### src/include/gptc_map.vh
// Address map, command codes and reset values of the timer/counter.
// Assumes a 32-bit AHB-Lite slave with one aligned word per register.
`ifndef GPTC_MAP_VH
`define GPTC_MAP_VH

// ----------------------------------------------------------------
// Register offsets (byte addresses)
// ----------------------------------------------------------------
`define GPTC_OFS_SUMMARY 8'h80
`define GPTC_OFS_TIMER 8'h84

// ----------------------------------------------------------------
// Field positions in the timer word and the summary word
// ----------------------------------------------------------------
`define GPTC_CMD_LSB 0
`define GPTC_CMD_MSB 3
`define GPTC_CNT_LSB 16
`define GPTC_CNT_MSB 31
`define GPTC_CODE_LSB 8
`define GPTC_CODE_MSB 10

// ----------------------------------------------------------------
// Command codes
// ----------------------------------------------------------------
`define GPTC_CMD_IRQ_EN 4'h1
`define GPTC_CMD_IRQ_DIS 4'h2
`define GPTC_CMD_ONESHOT 4'h3
`define GPTC_CMD_RETRIG 4'h4
`define GPTC_CMD_CLK_INT 4'h5
`define GPTC_CMD_CLK_EXT 4'h6
`define GPTC_CMD_ROUTE 4'h7
`define GPTC_CMD_DEROUTE 4'h8
`define GPTC_CMD_START 4'h9
`define GPTC_CMD_RESET 4'ha
`define GPTC_CMD_STOP 4'hb

// ----------------------------------------------------------------
// Read values and reset values
// ----------------------------------------------------------------
`define GPTC_STAT_PEND 8'h01
`define GPTC_STAT_NONE 8'h00
`define GPTC_CODE_TIMER 3'h7
`define GPTC_CODE_NONE 3'h0
`define GPTC_CNT_RST 16'h0000

`endif

### src/gptc_timer.v
// General-purpose 16-bit timer/counter with AHB-Lite register access.
// Assumes synchronous inputs on hclk; hclk serves as the internal clock.
`timescale 1ns/1ps
`include "gptc_map.vh"

module gptc_timer (
    input wire hclk,
    input wire hresetn,
    input wire clk_en,
    input wire hsel,
    input wire [31:0] haddr,
    input wire [1:0] htrans,
    input wire hwrite,
    input wire [2:0] hsize,
    input wire [31:0] hwdata,
    input wire hready,
    output reg [31:0] hrdata,
    output reg hreadyout,
    output reg hresp,
    input wire external_timer_clock_pin,
    input wire pin_level_control,
    input wire pin_direction_select,
    output reg multipurpose_pin_zero_o,
    output reg multipurpose_pin_zero_oe,
    output reg timer_out_q,
    output reg [2:0] interrupt_source_code_byte
);

    // ------------------------------------------------------------
    // States
    // ------------------------------------------------------------
    localparam [2:0] ST_IDLE = 3'b001;
    localparam [2:0] ST_RUN = 3'b010;
    localparam [2:0] ST_DONE = 3'b100;

    // ------------------------------------------------------------
    // Functions
    // ------------------------------------------------------------
    function [15:0] phase_high;
        input [15:0] n;
        begin
            phase_high = {1'b0, n[15:1]};
        end
    endfunction

    function [15:0] phase_low;
        input [15:0] n;
        begin
            phase_low = n - {1'b0, n[15:1]};
        end
    endfunction

    // ------------------------------------------------------------
    // Declarations
    // ------------------------------------------------------------
    reg wr_pend_q;
    reg [7:0] wr_addr_q;
    reg [2:0] state_q;
    reg [2:0] state_d;
    reg [15:0] count_n_q;
    reg [15:0] count_n_d;
    reg [15:0] tick_cnt_q;
    reg [15:0] tick_cnt_d;
    reg irq_en_q;
    reg irq_en_d;
    reg one_shot_q;
    reg one_shot_d;
    reg clk_ext_q;
    reg clk_ext_d;
    reg routed_q;
    reg routed_d;
    reg pend_q;
    reg pend_d;
    reg out_d;
    reg ext_prev_q;
    reg tick;
    reg fire;
    reg [15:0] cnt_next;
    reg [3:0] cmd;
    reg cmd_ok;
    reg [31:0] rd_mux;
    wire addr_phase;
    wire rd_cmd;
    wire wr_timer;

    assign addr_phase = hsel & htrans[1] & hready;
    assign rd_cmd = addr_phase & ~hwrite & (haddr[7:0] == `GPTC_OFS_TIMER);
    assign wr_timer = wr_pend_q & (wr_addr_q == `GPTC_OFS_TIMER);

    // ------------------------------------------------------------
    // Counting and command decode
    // ------------------------------------------------------------
    always @* begin
        state_d = state_q;
        count_n_d = count_n_q;
        tick_cnt_d = tick_cnt_q;
        irq_en_d = irq_en_q;
        one_shot_d = one_shot_q;
        clk_ext_d = clk_ext_q;
        routed_d = routed_q;
        out_d = timer_out_q;
        fire = 1'b0;
        tick = clk_ext_q ? (external_timer_clock_pin & ~ext_prev_q) : 1'b1;
        cnt_next = tick_cnt_q + 16'h0001;
        cmd = wr_timer ? hwdata[`GPTC_CMD_MSB:`GPTC_CMD_LSB] : 4'h0;
        // Running one-shot and done timers take only start, stop and reset; running retriggerable timers take only stop and reset
        case (state_q)
            ST_IDLE: cmd_ok = 1'b1;
            ST_RUN: cmd_ok = one_shot_q ? (cmd == `GPTC_CMD_START) | (cmd == `GPTC_CMD_STOP)
                | (cmd == `GPTC_CMD_RESET)
                : (cmd == `GPTC_CMD_STOP) | (cmd == `GPTC_CMD_RESET);
            ST_DONE: cmd_ok = (cmd == `GPTC_CMD_START) | (cmd == `GPTC_CMD_STOP)
                | (cmd == `GPTC_CMD_RESET);
            default: cmd_ok = 1'b0;
        endcase
        if (wr_timer && (state_q == ST_IDLE)) begin
            count_n_d = hwdata[`GPTC_CNT_MSB:`GPTC_CNT_LSB];
        end
        if ((state_q == ST_RUN) && tick) begin
            if (one_shot_q) begin
                if (cnt_next == count_n_q) begin
                    out_d = 1'b0;
                    fire = 1'b1;
                    state_d = ST_DONE;
                    tick_cnt_d = 16'h0000;
                end else begin
                    tick_cnt_d = cnt_next;
                end
            end else if (timer_out_q) begin
                if (cnt_next == phase_high(count_n_q)) begin
                    out_d = 1'b0;
                    tick_cnt_d = 16'h0000;
                end else begin
                    tick_cnt_d = cnt_next;
                end
            end else begin
                if (cnt_next == phase_low(count_n_q)) begin
                    out_d = 1'b1;
                    fire = 1'b1;
                    tick_cnt_d = 16'h0000;
                end else begin
                    tick_cnt_d = cnt_next;
                end
            end
        end
        if (cmd_ok) begin
            case (cmd)
                `GPTC_CMD_IRQ_EN: irq_en_d = 1'b1;
                `GPTC_CMD_IRQ_DIS: irq_en_d = 1'b0;
                `GPTC_CMD_ONESHOT: one_shot_d = 1'b1;
                `GPTC_CMD_RETRIG: one_shot_d = 1'b0;
                `GPTC_CMD_CLK_INT: clk_ext_d = 1'b0;
                `GPTC_CMD_CLK_EXT: clk_ext_d = 1'b1;
                `GPTC_CMD_ROUTE: routed_d = 1'b1;
                `GPTC_CMD_DEROUTE: routed_d = 1'b0;
                `GPTC_CMD_START: begin
                    if (state_q != ST_DONE) begin
                        state_d = ST_RUN;
                        tick_cnt_d = 16'h0000;
                        out_d = 1'b1;
                    end
                end
                `GPTC_CMD_STOP: begin
                    state_d = ST_IDLE;
                    out_d = 1'b1;
                    tick_cnt_d = 16'h0000;
                end
                `GPTC_CMD_RESET: begin
                    state_d = ST_IDLE;
                    irq_en_d = 1'b0;
                    one_shot_d = 1'b0;
                    clk_ext_d = 1'b0;
                    routed_d = 1'b0;
                    out_d = 1'b1;
                    tick_cnt_d = 16'h0000;
                end
                default: state_d = state_d;
            endcase
        end
        // Set wins over a clearing read; stop and start leave it alone
        if (fire) begin
            pend_d = 1'b1;
        end else if (rd_cmd || (cmd_ok && (cmd == `GPTC_CMD_RESET))) begin
            pend_d = 1'b0;
        end else begin
            pend_d = pend_q;
        end
    end

    // ------------------------------------------------------------
    // Read data
    // ------------------------------------------------------------
    always @* begin
        rd_mux = 32'h0000_0000;
        if (haddr[7:0] == `GPTC_OFS_TIMER) begin
            rd_mux[`GPTC_CNT_MSB:`GPTC_CNT_LSB] = count_n_q;
            rd_mux[7:0] = (irq_en_q & pend_q) ? `GPTC_STAT_PEND : `GPTC_STAT_NONE;
        end else if (haddr[7:0] == `GPTC_OFS_SUMMARY) begin
            rd_mux[`GPTC_CODE_MSB:`GPTC_CODE_LSB] = interrupt_source_code_byte;
        end
    end

    // ------------------------------------------------------------
    // Registers
    // ------------------------------------------------------------
    always @(posedge hclk or negedge hresetn) begin
        if (!hresetn) begin
            wr_pend_q <= 1'b0;
            wr_addr_q <= 8'h00;
            hrdata <= 32'h0000_0000;
            hreadyout <= 1'b1;
            hresp <= 1'b0;
            state_q <= ST_IDLE;
            count_n_q <= `GPTC_CNT_RST;
            tick_cnt_q <= 16'h0000;
            irq_en_q <= 1'b0;
            one_shot_q <= 1'b0;
            clk_ext_q <= 1'b0;
            routed_q <= 1'b0;
            pend_q <= 1'b0;
            timer_out_q <= 1'b1;
            ext_prev_q <= 1'b0;
            multipurpose_pin_zero_o <= 1'b0;
            multipurpose_pin_zero_oe <= 1'b0;
            interrupt_source_code_byte <= `GPTC_CODE_NONE;
        end else if (clk_en) begin
            wr_pend_q <= addr_phase & hwrite;
            wr_addr_q <= haddr[7:0];
            if (addr_phase && !hwrite) begin
                hrdata <= rd_mux;
            end
            hreadyout <= 1'b1;
            hresp <= 1'b0;
            state_q <= state_d;
            count_n_q <= count_n_d;
            tick_cnt_q <= tick_cnt_d;
            irq_en_q <= irq_en_d;
            one_shot_q <= one_shot_d;
            clk_ext_q <= clk_ext_d;
            routed_q <= routed_d;
            pend_q <= pend_d;
            timer_out_q <= out_d;
            ext_prev_q <= external_timer_clock_pin;
            if (routed_d) begin
                multipurpose_pin_zero_o <= out_d;
                multipurpose_pin_zero_oe <= 1'b1;
            end else begin
                multipurpose_pin_zero_o <= pin_level_control;
                multipurpose_pin_zero_oe <= pin_direction_select;
            end
            interrupt_source_code_byte <= (irq_en_d & pend_d) ?
                `GPTC_CODE_TIMER : `GPTC_CODE_NONE;
        end
    end

endmodule // gptc_timer

### config.mk
export PLATFORM = sky130hd
export DESIGN_NAME = gptc_timer
export DESIGN_NICKNAME = d
export VERILOG_FILES = /design/src/gptc_timer.v
export VERILOG_INCLUDE_DIRS = /design/src /design/src/include
export SDC_FILE = /design/constraint.sdc
export NUM_CORES = 1
export LEC_CHECK = 0
export BUFFER_PORTS_ARGS = -buffer_cell sky130_fd_sc_hd__buf_2
export CORE_UTILIZATION = 30
export CTS_CLUSTER_DIAMETER = 120
export DETAILED_ROUTE_END_ITERATION = 12
export MAX_ROUTING_LAYER = met4
export SLEW_MARGIN = 10
export SYNTH_ARGS = -nofsm -noshare
export SYNTH_HDL_FRONTEND = slang
export SYNTH_SLANG_ARGS = --single-unit
export TNS_END_PERCENT = 50
### constraint.sdc
create_clock -name hclk -period 5.4 [get_ports hclk]
set_clock_uncertainty 0.1 [all_clocks]
set_input_delay 1.08 -clock hclk [delete_from_list [all_inputs] [get_ports hclk]]
set_output_delay 1.08 -clock hclk [all_outputs]
set_load 0.01 [all_outputs]
==> impl_metrics.ini <==
[clocking]
clock-sinks = 72
hold_buffers = 0
numCtsBuffers = 9
cts_tree = yes
htreeDepth = 3
path_clk_slew_ps = 60
cts_buffer_depth = 2
clk_latency_ps = 340
cts_resized = 0
root_buffer = clkbuf_16
post_cts.repair.setup_buffers = 0

[placed_design]
placed_area_um2 = 5900
placement.io_buffers = 63
finalWeightedCongestion = 0.858
hpwl_um = 10600
pre_cts_ws_ps = 1510

[critical_path]
r2r_slack_ps = 1540
cp_max_fo = 26
worst-setup-path-type = reg2reg
start_kind = flop
critPathRequiredTime_ps = 5530
critPathCaptureType = flop
arrival_ps = 3990

[synthesis]
ys_ff_latch = 72
yosysTopAreaCellShare = 0.317
avgSynthCellArea_um2 = 8.90
synth_cells = 620
synthArstFlopShare = 1.00
yosys-top-cells-area = dfrtp_1 (32%), xnor2_1 (7.8%), ha_1 (3.9%)
synth_area_leader_cell = dfrtp_1
synth_most_common_cell = dfrtp_1
synth_edf_count = 0
netlist_area_um2 = 5520
synthFlopType = dfrtp_1
synth.top_cells.by_count = dfrtp_1 (70), nand2_1 (55), xnor2_1 (49), nor2_1 (37), o21ai_0 (34)
ys.warnings.count = 0
synth.distinct_cells = 70
synth_seq_area_share = 0.327

[floorplan]
io_pins = 118
dieArea_um2 = 18900
die_width_um = 138
die_y_um = 138
core-area_um2 = 18000
num_rows = 49
start_util = 0.306

[global_routing]
grt_pass1_vias = 4430
grt_pass1_wl_um = 24000
gr-total-overflow = 0
grt.total_usage = 0.168
antenna_found_initial = 0
grt_max_degree = 73

[pwr]
p_switching_mw = 0.324
ir_drop_mv = 0.153
pwr_density_cell_nw_per_um2 = 199
p_seq_frac = 0.460
pwr-share-comb = 0.069
switching_share = 0.263
p_int_mw = 0.909
power_leakage_nw = 2.73
clkPwrFrac = 0.472

[routing]
viasPerCell = 5.22
drt_iter0_drc = 253
vias = 4634
wire_per_inst_um = 16.2
route.detailed.drc = 0
dr.pass1.iters = 5
ant_nets = 0
wl_um = 14400

[timing]
setup_slack_ps = 1540
slew_viol_final = 0
timing.setup.tns_ps = 0
finalSetupViolations = 0
max_freq_mhz = 259
rsz0062_at_grt = false
maxSlewHeadroom = 0.231
period_share = 0.715
min_period_ps = 3860
hold_viol = 0
tightest_slew_ps = 1150

[layout]
num-fill-cells = 1904
fin_util = 0.343
num-nets-final = 750
layout-drive-gt1-share = 0.164
antennaDiodeCount = 0
design_area_um2 = 6180
syn_to_final_growth_pct = 12.0
multi_input_area_um2 = 3360
regArea_um2 = 1800

[worst_hold_path]
hold_path.class = reg2reg

[flow_run]
maxCapViolations = 0

[run_status]
status = completed
==> through the flow <==
step / total power, mW / hold slack, ps / std cells
after floorplan: 0.631 / 372 / 632
after global placement: 0.661 / 380 / 872
after detailed placement: 0.662 / 389 / 872
after CTS: 1.25 / 403 / 888
after global routing: 1.28 / 425 / 888
final: 1.23 / 397 / 888
==> cell type report <==
cell class	instances	share of cell area
multi-input combinational	476	0.543
sequential	72	0.292
tap	229	0.0463
clock buffer	9	0.0364
inverter	29	0.0176
clock inverter	7	0.00992
timing repair buffer	66	0.0550
==> worst paths after layout <==
| path | from | endpoint | depth (start not counted) |
|---|---|---|---|
| max | count_n_q[4] | tick_cnt_q[1] | 12 |
| min | hrdata[28] | hrdata[28] | 1 |
| max reg2reg | count_n_q[4] | tick_cnt_q[1] | 12 |
| min reg2reg | hrdata[28] | hrdata[28] | 1 |
| max in group asynchronous | hresetn | count_n_q[11] | 1 |
| min in group asynchronous | hresetn | multipurpose_pin_zero_oe | 1 |
==> critical path: stages (launching register included) <==
cell      delay [ps]
dfrtp_1          540
inv_1            220
ha_1             400
nand2_1           60
a211oi_1         380
o21ai_1          290
o31ai_1          350
xnor2_1          180
nand4b_1         200
nor3b_1          350
a311oi_4         140
buf_4            250
a32o_1           280
==> state kept, by name (all words and copies together) (netlist names), 3 cells and up <==
register / cells
hrdata: 18
count_n_q: 16
tick_cnt_q: 16
wr_addr_q: 8
state_q: 3
==> power groups by stage <==
stage | combinational [mW] | clock, mW | sequential (mW)
final | 0.0845 | 0.582 | 0.567
after floorplan | 0.0555 | 0 | 0.575
after global routing | 0.0959 | 0.619 | 0.569
after global placement | 0.0846 | 0 | 0.576
after detailed placement | 0.0852 | 0 | 0.577
after CTS | 0.0854 | 0.595 | 0.567
==> kinds of logic (layout without fill, tap and decap cells) <==
family,Yosys count,count (layout),share of synthesized area
AOI/OAI and AO/OA,137,137,0.172
muxes,10,10,0.0202
other,2,14,0.00136
xor gates and xnor gates,73,73,0.137
buffers and inverters,84,111,0.0737
DFF,72,72,0.327
and+or+nand+nor,224,224,0.227
adders and majority gates,18,18,0.0422
==> layout by cell type, fill, tap and decap left out, drive strengths merged, types with 9 or more instances in the layout <==
master   n
ha      17
nand4   17
a31oi   14
mux2     9
dfrtp   70
xor2    16
nor2    37
nand2   55
clkbuf   9
nand2b   9
buf     66
conb    14
xnor2   49
nand3   27
inv     32
a22o    19
nor3    21
o21ai   38
a21oi   18
nor4    10
==> per-layer routing <==
| metal | vias to the layer above | GRT usage | routed length (um) |
|---|---|---|---|
| met3 | 12 | 0.0272 | 743 |
| li1 | 2280 | - | - |
| met2 | 141 | 0.239 | 6170 |
| met5 | - | - | 0 |
| met4 | 0 | 0.0403 | 172 |
| met1 | 2201 | 0.246 | 7330 |
Power figures use the tool's default switching activity.
